**src/include/gpp_pkg.sv**
```systemverilog
// Package with register map, reset values and modes of the eight-pin port.
package gpp_pkg;

    // ------------------------------------------------------------------
    // Register offsets on the plain register port.
    // ------------------------------------------------------------------
    localparam logic [7:0] GPP_OFF_MODE   = 8'hCC; // Function select.
    localparam logic [7:0] GPP_OFF_LATCH  = 8'hD8; // Output latch.
    localparam logic [7:0] GPP_OFF_PULLUP = 8'hE2; // Pull-up enable.
    localparam logic [7:0] GPP_OFF_DIR    = 8'hE8; // Direction.

    // ------------------------------------------------------------------
    // Reset values and fixed read values.
    // ------------------------------------------------------------------
    localparam logic [7:0] GPP_RST_LATCH  = 8'h00; // Latch after reset.
    localparam logic [7:0] GPP_RST_DIR    = 8'h00; // All inputs.
    localparam logic [7:0] GPP_RST_PULLUP = 8'h00; // All pull-ups off.
    localparam logic [7:0] GPP_RST_MODE   = 8'h00; // All general I/O.
    localparam logic [7:0] GPP_DIR_READ   = 8'hFF; // Direction reads ones.
    localparam logic [7:0] GPP_UNMAPPED   = 8'h00; // Unmapped read value.

    // ------------------------------------------------------------------
    // Operating modes of the device as seen by the pins.
    // ------------------------------------------------------------------
    typedef enum logic [2:0] {
        GPP_MODE_ACTIVE,
        GPP_MODE_SUBACTIVE,
        GPP_MODE_SLEEP,
        GPP_MODE_SUBSLEEP,
        GPP_MODE_STANDBY,
        GPP_MODE_WATCH
    } gpp_power_mode_t;

endpackage

```
**src/include/gpp_cfg_if.sv**
```systemverilog
// Interface carrying the register contents from the register file.
`timescale 1ns/1ps
interface gpp_cfg_if #(
    parameter int WIDTH = 8
);
    logic [WIDTH-1:0] port_output_latch;    // Stored output values.
    logic [WIDTH-1:0] port_direction;       // One means output.
    logic [WIDTH-1:0] port_pullup_enable;   // Pull-up requests.
    logic [WIDTH-1:0] port_function_select; // One means wake input.

    // Register file drives the settings.
    modport regs (
        output port_output_latch,
        output port_direction,
        output port_pullup_enable,
        output port_function_select
    );

    // Pin logic consumes them.
    modport pins (
        input port_output_latch,
        input port_direction,
        input port_pullup_enable,
        input port_function_select
    );
endinterface

```
**src/logic/gpp_port.sv**
```systemverilog
// Top of the eight-pin port: registers, pin drivers and power modes.
//
// The address-and-strobe port and the register addresses were left to the implementer.
`timescale 1ns/1ps
// Notes on behaviour
// - eight-bit read/write output latch
// - output pins read back latch value
// - input pins read back live level
// - direction bit one output, zero input
// - direction is write-only, reads all ones
// - latch clears to zero on reset
// - direction clears to inputs on reset
// - pull-up only when input and enabled; sleep, subsleep and watch hold the last pull-up state
// - pull-up enable read/write, reset zero
// - mode bit one selects wake input
// - wake function forces pin to input in run modes; standby drives it high when its pull-up is on
// - mode register read/write, reset zero
// - standby floats pins, pull-up pins high
module gpp_port
    import gpp_pkg::*;
#(
    parameter int WIDTH = 8
) (
    input  wire logic            clock_in,
    input  wire logic            reset_in,
    input  wire logic [7:0]      addr_in,
    input  wire logic [WIDTH-1:0] wdata_in,
    input  wire logic            wr_in,
    input  wire logic            rd_in,
    output logic     [WIDTH-1:0] rdata_out,
    input  wire gpp_power_mode_t power_mode_in,
    input  wire logic [WIDTH-1:0] general_io_pin_in,
    output logic     [WIDTH-1:0] general_io_pin_out,
    output logic     [WIDTH-1:0] general_io_pin_oe_out,
    output logic     [WIDTH-1:0] pullup_on_out,
    output logic     [WIDTH-1:0] wake_input_pin_out
);

    // ------------------------------------------------------------------
    // Register file.
    // ------------------------------------------------------------------
    gpp_cfg_if #(.WIDTH(WIDTH)) cfg (); // Settings from the registers.

    gpp_regs #(.WIDTH(WIDTH)) u_regs (
        .clock_in     (clock_in),
        .reset_in     (reset_in),
        .addr_in      (addr_in),
        .wdata_in     (wdata_in),
        .wr_in        (wr_in),
        .rd_in        (rd_in),
        .pin_level_in (general_io_pin_in),
        .rdata_out    (rdata_out),
        .cfg          (cfg.regs)
    );

    // ------------------------------------------------------------------
    // Pin state registers.
    // ------------------------------------------------------------------
    logic [WIDTH-1:0] pin_q;    // Driven level.
    logic [WIDTH-1:0] oe_q;     // Output enable.
    logic [WIDTH-1:0] pu_q;     // Pull-up on.
    logic [WIDTH-1:0] wake_q;   // Wake input level.
    logic [WIDTH-1:0] pin_d;    // Next driven level.
    logic [WIDTH-1:0] oe_d;     // Next output enable.
    logic [WIDTH-1:0] pu_d;     // Next pull-up state.
    logic [WIDTH-1:0] wake_d;   // Next wake input level.

    // Power mode classes.
    wire mode_run     = (power_mode_in == GPP_MODE_ACTIVE) ||
                        (power_mode_in == GPP_MODE_SUBACTIVE);
    wire mode_standby = (power_mode_in == GPP_MODE_STANDBY);

    // Per-pin drive and pull-up in run modes, in standby, and held in the other modes; wake follows the pin in every mode.
    genvar i;
    generate
        for (i = 0; i < WIDTH; i++) begin : g_pin
            wire drive_out = cfg.port_direction[i] &
                             ~cfg.port_function_select[i];
            wire pull_on = cfg.port_pullup_enable[i] &
                           ~cfg.port_direction[i];
            assign oe_d[i]  = mode_run ? drive_out :
                              mode_standby ? pull_on : oe_q[i];
            assign pin_d[i] = mode_run ? cfg.port_output_latch[i] :
                              mode_standby ? 1'b1 : pin_q[i];
            assign pu_d[i]  = (mode_run | mode_standby) ? pull_on : pu_q[i];
            // wake input sees the pin when selected
            assign wake_d[i] = cfg.port_function_select[i] &
                               general_io_pin_in[i];
        end
    endgenerate

    always_ff @(posedge clock_in) begin
        if (reset_in) begin
            pin_q  <= '0;
            oe_q   <= '0;
            pu_q   <= '0;
            wake_q <= '0;
        end else begin
            pin_q  <= pin_d;
            oe_q   <= oe_d;
            pu_q   <= pu_d;
            wake_q <= wake_d;
        end
    end

    assign general_io_pin_out    = pin_q;
    assign general_io_pin_oe_out = oe_q;
    assign pullup_on_out         = pu_q;
    assign wake_input_pin_out    = wake_q;

    // ------------------------------------------------------------------
    // Checks.
    // ------------------------------------------------------------------
    AST_WAKE_IS_INPUT: assert property (
        @(posedge clock_in) disable iff (reset_in)
        mode_run && |cfg.port_function_select |=>
            (oe_q & $past(cfg.port_function_select)) == '0)
        else $error("wake pin driven as output");

    AST_PULLUP_OFF_OUT: assert property (
        @(posedge clock_in) disable iff (reset_in)
        mode_run |=> (pu_q & $past(cfg.port_direction)) == '0)
        else $error("pull-up on for output pin");

    AST_RUN_DRIVE: assert property (
        @(posedge clock_in) disable iff (reset_in)
        mode_run |=> oe_q == $past(cfg.port_direction &
                                   ~cfg.port_function_select))
        else $error("output enable does not follow direction");

    AST_STANDBY_FLOAT: assert property (
        @(posedge clock_in) disable iff (reset_in)
        mode_standby |=> oe_q == $past(cfg.port_pullup_enable &
                                       ~cfg.port_direction)
                         && (pin_q & oe_q) == oe_q)
        else $error("standby pin state wrong");

    AST_SLEEP_HOLD: assert property (
        @(posedge clock_in) disable iff (reset_in)
        !mode_run && !mode_standby |=> $stable(oe_q) && $stable(pin_q))
        else $error("pin state not held in sleep");

    AST_RESET_FLOAT: assert property (
        @(posedge clock_in) reset_in |=> oe_q == '0)
        else $error("pins driven after reset");

endmodule

```
**src/logic/gpp_regs.sv**
```systemverilog
// Register file of the eight-pin port with its plain register port.
`timescale 1ns/1ps
module gpp_regs
    import gpp_pkg::*;
#(
    parameter int WIDTH = 8
) (
    input  wire logic             clock_in,
    input  wire logic             reset_in,
    input  wire logic [7:0]       addr_in,
    input  wire logic [WIDTH-1:0] wdata_in,
    input  wire logic             wr_in,
    input  wire logic             rd_in,
    input  wire logic [WIDTH-1:0] pin_level_in,
    output logic      [WIDTH-1:0] rdata_out,
    gpp_cfg_if.regs               cfg
);

    // ------------------------------------------------------------------
    // Storage.
    // ------------------------------------------------------------------
    logic [WIDTH-1:0] latch_q;  // Output latch.
    logic [WIDTH-1:0] dir_q;    // Direction.
    logic [WIDTH-1:0] pullup_q; // Pull-up enables.
    logic [WIDTH-1:0] mode_q;   // Function select.
    logic [WIDTH-1:0] rdata_q;  // Read data, valid one cycle after strobe.
    logic [WIDTH-1:0] rdata_d;  // Next read data.
    logic [WIDTH-1:0] latch_view; // Latch read mix of stored and live.

    // ------------------------------------------------------------------
    // Address decode.
    // ------------------------------------------------------------------
    wire sel_latch  = (addr_in == GPP_OFF_LATCH);  // Latch selected.
    wire sel_dir    = (addr_in == GPP_OFF_DIR);    // Direction selected.
    wire sel_pullup = (addr_in == GPP_OFF_PULLUP); // Pull-up selected.
    wire sel_mode   = (addr_in == GPP_OFF_MODE);   // Mode selected.

    assign latch_view = (latch_q & dir_q) | (pin_level_in & ~dir_q);

    assign rdata_d = sel_latch  ? latch_view :
                     sel_dir    ? WIDTH'(GPP_DIR_READ) :
                     sel_pullup ? pullup_q :
                     sel_mode   ? mode_q : WIDTH'(GPP_UNMAPPED);

    // Register writes; reset values.
    always_ff @(posedge clock_in) begin
        if (reset_in) begin
            latch_q  <= WIDTH'(GPP_RST_LATCH);
            dir_q    <= WIDTH'(GPP_RST_DIR);
            pullup_q <= WIDTH'(GPP_RST_PULLUP);
            mode_q   <= WIDTH'(GPP_RST_MODE);
        end else if (wr_in) begin
            if (sel_latch) latch_q <= wdata_in;
            if (sel_dir) dir_q <= wdata_in;
            if (sel_pullup) pullup_q <= wdata_in;
            if (sel_mode) mode_q <= wdata_in;
        end
    end

    // Read data register; holds data only in the cycle after a read.
    always_ff @(posedge clock_in) begin
        if (reset_in) begin
            rdata_q <= '0;
        end else begin
            rdata_q <= rd_in ? rdata_d : '0;
        end
    end

    assign rdata_out                = rdata_q;
    assign cfg.port_output_latch    = latch_q;
    assign cfg.port_direction       = dir_q;
    assign cfg.port_pullup_enable   = pullup_q;
    assign cfg.port_function_select = mode_q;

    // ------------------------------------------------------------------
    // Checks.
    // ------------------------------------------------------------------
    AST_DIR_READ_ONES: assert property (
        @(posedge clock_in) disable iff (reset_in)
        rd_in && sel_dir |=> rdata_out == {WIDTH{1'b1}})
        else $error("direction read did not return all ones");

    AST_LATCH_READ: assert property (
        @(posedge clock_in) disable iff (reset_in)
        rd_in && sel_latch |=>
            ((rdata_out & $past(dir_q)) == ($past(latch_q) & $past(dir_q))))
        else $error("output pin read did not return latch");

    AST_PIN_READ: assert property (
        @(posedge clock_in) disable iff (reset_in)
        rd_in && sel_latch |=>
            ((rdata_out & ~$past(dir_q)) ==
             ($past(pin_level_in) & ~$past(dir_q))))
        else $error("input pin read did not return pin level");

    AST_LATCH_WRITE: assert property (
        @(posedge clock_in) disable iff (reset_in)
        wr_in && sel_latch |=> latch_q == $past(wdata_in))
        else $error("latch write not stored");

    AST_RESET_CLEAR: assert property (
        @(posedge clock_in)
        reset_in |=> latch_q == '0 && dir_q == '0 && pullup_q == '0
                     && mode_q == '0)
        else $error("registers not cleared by reset");

endmodule

```
**config.mk**
```make
export PLATFORM = sky130hd
export DESIGN_NAME = gpp_port
export DESIGN_NICKNAME = d
export VERILOG_FILES = /design/src/include/gpp_pkg.sv /design/src/include/gpp_cfg_if.sv /design/src/logic/gpp_port.sv /design/src/logic/gpp_regs.sv
export SDC_FILE = /design/constraint.sdc
export NUM_CORES = 1
export LEC_CHECK = 0
export ABC_CLOCK_PERIOD_IN_PS = 3800
export BUFFER_PORTS_ARGS = -buffer_cell sky130_fd_sc_hd__buf_2
export CAP_MARGIN = 30
export CELL_PAD_IN_SITES_DETAIL_PLACEMENT = 0
export CELL_PAD_IN_SITES_GLOBAL_PLACEMENT = 2
export CORE_MARGIN = 2
export CORE_UTILIZATION = 34
export DETAILED_ROUTE_END_ITERATION = 8
export GPL_ROUTABILITY_DRIVEN = 0
export GPL_TIMING_DRIVEN = 0
export PLACE_DENSITY_LB_ADDON = 0.25
export SYNTH_ARGS = -nofsm -noshare
export SYNTH_HDL_FRONTEND = slang
export SYNTH_SLANG_ARGS = --single-unit
```
**constraint.sdc**
```tcl
create_clock -name clock_in -period 3.8 [get_ports clock_in]
set_input_delay 0.76 -clock clock_in [delete_from_list [all_inputs] [get_ports clock_in]]
set_output_delay 0.76 -clock clock_in [all_outputs]
set_load 0.005 [all_outputs]
```
==> impl_metrics.csv, run 1 <==
group,metric,value,unit
outcome,run_status,"complete, no violations",
cts,cts_root_buf,"clkbuf_8",
yosys,synth_cell_types,29,
route,routed_wl,10290,µm
critical_path,worstPathCellList,"buf_2 -> nor4b_2 -> buf_2 -> nand4_1 -> a21oi_1",
yosys,seq_area_frac_synth,44.96,%
critical_path,slowest_stage,"nor4b_2",
yosys,yosysTopAreaCellShare,44.96,%
power_and_ir_drop,p_per_area,418.9,nW/µm²
cts,cts_buffers,9,
timing,fmax,0.4863,GHz
grt,globalRouteTotalUtil,20.66,%
grt,antenna_found_initial,0,
place,io_buffers,65,
place,place_hpwl,7846,µm
critical_path,timing_worst_setup_path_type,"input port to flop",
critical_path,end_kind,"flop",
route,num_vias,3054,
final_layout,antenna_cells,0,
yosys,ys_ff_latch,72,
die,rows,35,
cts,path_clk_slew,80,ps
yosys,synth_largest_area_cell,"dfxtp_1",
route,drt_iter0_markers,223,
die,start_util,34.86,%
timing,setup_viol,0,
die,coreArea,9196,µm²
grt,overflow,0,
yosys,synth-edff-count,0,
critical_path,arrival,2330,ps
cts,cts.sinks,72,
cts,hold_buffers,0,
yosys,synth_area_leaders,"dfxtp_1 45%, o31ai_1 8.2%, nand4_1 6.4%",
grt,grt_max_degree,13,
yosys,synth_common_cells,"72 x dfxtp_1, 41 x a21oi_1, 35 x o31ai_1",
yosys,syn_nets,394,
timing,timing.final.crit_share,54.12,%
final_layout,syn2layout_area_growth,22.13,%
critical_path,cp_top_family,"simple AND/OR/NAND/NOR gates",
yosys,synth_area_per_cell,8.831,µm²
route,ant_nets,0,
timing,fin_skew,17.74,ps
yosys,synth_ff_type,"dfxtp_1",
timing,hold_viol_final,0,
cts,clockBufferDepth,2,
timing,final.setup.tns,0,ps
die,die_h,101.1,µm
critical_path,cp.required,4070,ps
critical_path,slowest_delay,800,ps
power_and_ir_drop,total_power,1.640,mW
route,drc,0,
yosys,yosysWarnings,0,
yosys,async_reset_ff_share,0,%
route,via_per_inst,5.503,
yosys,syn_area,3206,µm²
route,detail_route.wl_per_cell,18.54,µm
die,die_area,10220,µm²
critical_path,cp_max_fo,10,
yosys,yosysMostFrequentCell,"dfxtp_1",
power_and_ir_drop,vdd_drop_max,0.0001598,V
timing,max-slew-margin-rel,35.42,%
grt,grt_pass1_wl,15980,µm
yosys,syn_inst,363,
cts,cts_tree,"yes",
timing,rsz0062_at_grt,"false",
route,dr.pass1.iters,5,
die,die_w,101.1,µm
critical_path,cp-start-kind,"input port",
cts,clkLatencyLatePin,350,ps
cts,postCtsResizedCells,0,
grt,grt_pass1_vias,2865,
power_and_ir_drop,cellLeakagePower,1.461,nW
timing,period_needed,2056,ps
worst_hold_path,hold_class,"flop to flop",
cts,cts_max_level,3,
critical_path,path_buf_inv,2,
job,cap_violations,0,
final_layout,drive_gt1_share,24.32,%
final_layout,fin_nets,470,
timing,finalMaxSlewViolations,0,
timing,worst_slew_pin_slew,966.6,ps
critical_path,cp_common_cell,"buf_2",
die,io_pins,71,
final_layout,fill_cells,957,
cts,cts_setup_buffers,0,
==> worst register-to-register path, delay by kind of cell, from the launching register on <==
kind | cells | cell delay (ps)
flops | 1 | 400
mux | 1 | 350
compound gates | 2 | 330
==> layout make-up <==
class,count,area [µm²],share of cell area (%)
inverters,1,3.754,0.09588
multi-input cells,252,1583,40.43
well taps,111,138.9,3.547
plain buffers,38,177.7,4.538
flip-flops and latches,72,1441,36.82
clock buffers,11,141.4,3.611
repair buffers,65,325.3,8.309
clock inverters,5,103.9,2.653
==> routing by layer <==
metal,vias to the layer above,wire length [µm],GRT usage (%)
li1,1512,-,-
met1,1418,5090,29.68
met2,110,4441,30.77
met3,14,565,3.121
met4,0,192,8.836
met5,-,0,0
==> power breakdown <==
part / total [mW] / switching (mW) / leakage, nW / internal [mW]
clock: 0.750 / 0.296 / 0.124 / 0.455
combinational: 0.126 / 0.0867 / 0.756 / 0.0392
sequential: 0.764 / 0.00317 / 0.581 / 0.760
==> per-stage QoR <==
step	setup slack (ps)	utilization [%]	hold WS, ps	area [µm²]	cells
floorplan	1807	-	436.6	3206	363
global placement	1410	39.90	443.1	3670	539
detailed placement	1399	39.90	443.7	3670	539
CTS	1768	42.57	454.9	3915	555
global route	1642	42.57	474.5	3915	555
finish	1744	42.57	453.4	3915	555
==> cell families after synthesis <==
logic type      Yosys count  synth area share (%)
mux                       8                 2.810
buf+inv                  39                 5.659
flops                    72                 44.96
xor+xnor                  1                0.2733
compound gates           98                 20.84
simple gates            145                 25.45
==> path summary, 6_finish.rpt <==
check / slack, ps / to / startpoint / cells after the start
setup / recovery: 1740 / u_regs.cfg.port_pullup_enable[2]$_SDFFE_PP0P_ / addr_in[2] / 5
hold / removal: 450 / pullup_on_out[1]$_SDFFE_PP0P_ / pullup_on_out[1]$_SDFFE_PP0P_ / 2
setup reg to reg: 2580 / u_regs.rdata_out[5]$_SDFF_PP0_ / u_regs.cfg.port_direction[5]$_SDFFE_PP0P_ / 3
hold reg to reg: 450 / pullup_on_out[1]$_SDFFE_PP0P_ / pullup_on_out[1]$_SDFFE_PP0P_ / 2
==> state kept, by name (all words and copies together) (netlist names) <==
signal / flops
general_io_pin_oe_out: 8
general_io_pin_out: 8
pullup_on_out: 8
u_regs.cfg.port_direction: 8
u_regs.cfg.port_function_select: 8
u_regs.cfg.port_output_latch: 8
u_regs.cfg.port_pullup_enable: 8
u_regs.rdata_out: 8
wake_input_pin_out: 8
==> layout by cell type, fill, tap and decap left out, types with 3 or more instances in the layout <==
cell | synthesis | final
a21oi_1 | 41 | 41
a222oi_1 | 8 | 8
a31oi_1 | 8 | 8
and4b_1 | 3 | 3
buf_2 | 7 | 72
bufinv_16 | 0 | 3
clkbuf_1 | 26 | 27
clkbuf_8 | 0 | 10
dfxtp_1 | 72 | 72
mux2_2 | 8 | 8
nand2_1 | 24 | 24
nand3_1 | 16 | 16
nand4_1 | 33 | 33
nor2_1 | 33 | 33
nor2b_1 | 17 | 17
nor3_1 | 8 | 8
o31ai_1 | 35 | 35
o31ai_2 | 5 | 5
or4b_1 | 3 | 3
Power figures use the tool's default switching activity.
==> run 2: changes to the inputs <==
- ABC_CLOCK_PERIOD_IN_PS: 3800 -> 1800
- CORE_UTILIZATION: 34 -> 29
- clock period: 3.8 -> 1.8 ns (I/O delays scaled with it)
==> impl_metrics.csv, run 2 (synthesis gave the netlist of run 1 again) <==
group,metric,value,unit
timing,whs,232.5,ps
timing,fin_skew,10.13,ps
place,postPlaceCellArea,3706,µm²
final_layout,multi_input_area,1583,µm²
route,routed_wl,10530,µm
job,cap_violations,0,
route,drt_iter0_markers,160,
timing,setup_ws,196.8,ps
power_and_ir_drop,cellLeakagePower,1.443,nW
final_layout,antenna_cells,0,
timing,period_needed,1603,ps
cts,cts_setup_buffers,0,
critical_path,arrival,1880,ps
final_layout,stdcell_area,3928,µm²
final_layout,fill_cells,1152,
cts,cts.sinks,72,
final_layout,regArea,1441,µm²
timing,timing.final.crit_share,89.07,%
timing,max-slew-margin-rel,37.47,%
grt,globalRouteTotalUtil,18.70,%
critical_path,end_kind,"flop",
timing,finalMaxSlewViolations,0,
cts,path_clk_slew,80,ps
cts,clkLatencyLatePin,350,ps
timing,setup_viol,0,
worst_hold_path,min_from,"general_io_pin_in[3]",
die,die_w,109.1,µm
die,coreArea,10790,µm²
final_layout,layout_common_cells,"72 x buf_2, 72 x dfxtp_1, 41 x a21oi_1, 35 x o31ai_1",
final_layout,fin_nets,470,
worst_hold_path,hold_class,"input port to flop",
grt,grt_pass1_wl,16300,µm
worst_hold_path,hold_end,"wake_input_pin_out[3]$_SDFF_PP0_",
critical_path,timing_worst_setup_path_type,"input port to flop",
timing,final.setup.tns,0,ps
power_and_ir_drop,p_per_area,849.1,nW/µm²
place,place_ws,-179.0,ps
critical_path,cp_max_fo,10,
die,io_pins,71,
route,dr.pass1.iters,4,
timing,worst_slew_pin_slew,935.9,ps
cts,cts_max_level,3,
cts,hold_buffers,0,
cts,cts_tree,"yes",
place,place_hpwl,8174,µm
route,via_per_inst,5.116,
place,io_buffers,65,
grt,antenna_found_initial,0,
route,num_vias,2988,
worst_hold_path,holdPathStages,3,
timing,rsz0062_at_grt,"false",
route,ant_nets,0,
grt,grt_pass1_vias,2868,
route,detail_route.wl_per_cell,18.03,µm
final_layout,drive_gt1_share,24.32,%
critical_path,worstPathCellList,"buf_2 -> nor4b_2 -> buf_2 -> nand3_1 -> a31oi_1",
final_layout,syn2layout_area_growth,22.52,%
critical_path,reg2reg_depth,3,
critical_path,slowest_delay,730,ps
route,drc,0,
die,start_util,29.70,%
cts,clockBufferDepth,2,
grt,overflow,0,
critical_path,cp_common_cell,"buf_2",
die,die_h,109.1,µm
power_and_ir_drop,vdd_drop_max,0.0004404,V
timing,hold_viol_final,0,
critical_path,r2r-end,"u_regs.rdata_out[6]$_SDFF_PP0_",
cts,postCtsResizedCells,0,
critical_path,r2r_start,"u_regs.cfg.port_direction[6]$_SDFFE_PP0P_",
critical_path,cp-start-kind,"input port",
timing,fmax,0.6237,GHz
critical_path,reg2reg_slack,570,ps
die,rows,38,
cts,cts_root_buf,"clkbuf_8",
die,die_area,11910,µm²
critical_path,slowest_stage,"nor4b_2",
grt,grt_max_degree,13,
final_layout,postLayoutCoreUtil,36.39,%
cts,cts_buffers,9,
outcome,run_status,"complete, no violations",
critical_path,cp.required,2080,ps
run 2: changes by cell type in the layout (fill, tap and decap cells not counted), sizes merged:
cell,before,now
clkinvlp,0,2
clkinv,2,1
bufinv,3,2
run 2: stage by stage:
| step | std cells | total power, mW |
|---|---|---|
| after floorplan | 363 | 1.796 |
| after global placement | 568 | 1.914 |
| after detailed placement | 568 | 1.916 |
| after CTS | 584 | 3.358 |
| after global routing | 584 | 3.460 |
| final | 584 | 3.335 |
run 2: final cells by class:
class                           count  share of cell area (%)
Tap cell                          140                   4.460
Buffer                             38                   4.524
Clock inverter                      5                   2.039
Clock buffer                       11                   3.600
Inverter                            1                 0.09557
Timing Repair Buffer               65                   8.283
Sequential cell                    72                   36.70
Multi-Input combinational cell    252                   40.30
run 2: per-layer routing:
layer  GRT usage, %  vias up  wire (µm)
met4          6.136        0        172
met5              0        -          0
met2          28.04       92       4647
met1          26.58     1370       5154
met3          3.945       15        553
li1               -     1511          -
run 2: worst max-delay path by stage:
stage	from	end	slack (ps)	depth (start not counted)
final	addr_in[2]	u_regs.rdata_out[5]$_SDFF_PP0_	200	5
after global routing	addr_in[1]	u_regs.rdata_out[5]$_SDFF_PP0_	70	6
after CTS	addr_in[2]	u_regs.rdata_out[5]$_SDFF_PP0_	190	5
after detailed placement	addr_in[2]	u_regs.rdata_out[5]$_SDFF_PP0_	-180	5
after global placement	addr_in[2]	u_regs.rdata_out[5]$_SDFF_PP0_	-160	5
after floorplan	addr_in[5]	u_regs.cfg.port_function_select[0]$_SDFFE_PP0P_	210	5
run 2: worst max-delay path, delay by kind of cell:
family	cells	cell delay [ps]
AND/OR/NAND/NOR	2	830
buffers and inverters	2	490
AO/OA/AOI/OAI	1	190
run 2: report_power, final:
| group | internal, mW | switching [mW] | leakage (nW) |
|---|---|---|---|
| Sequential | 1.61 | 0.00668 | 0.581 |
| Clock | 0.817 | 0.642 | 0.106 |
| Combinational | 0.0829 | 0.181 | 0.756 |
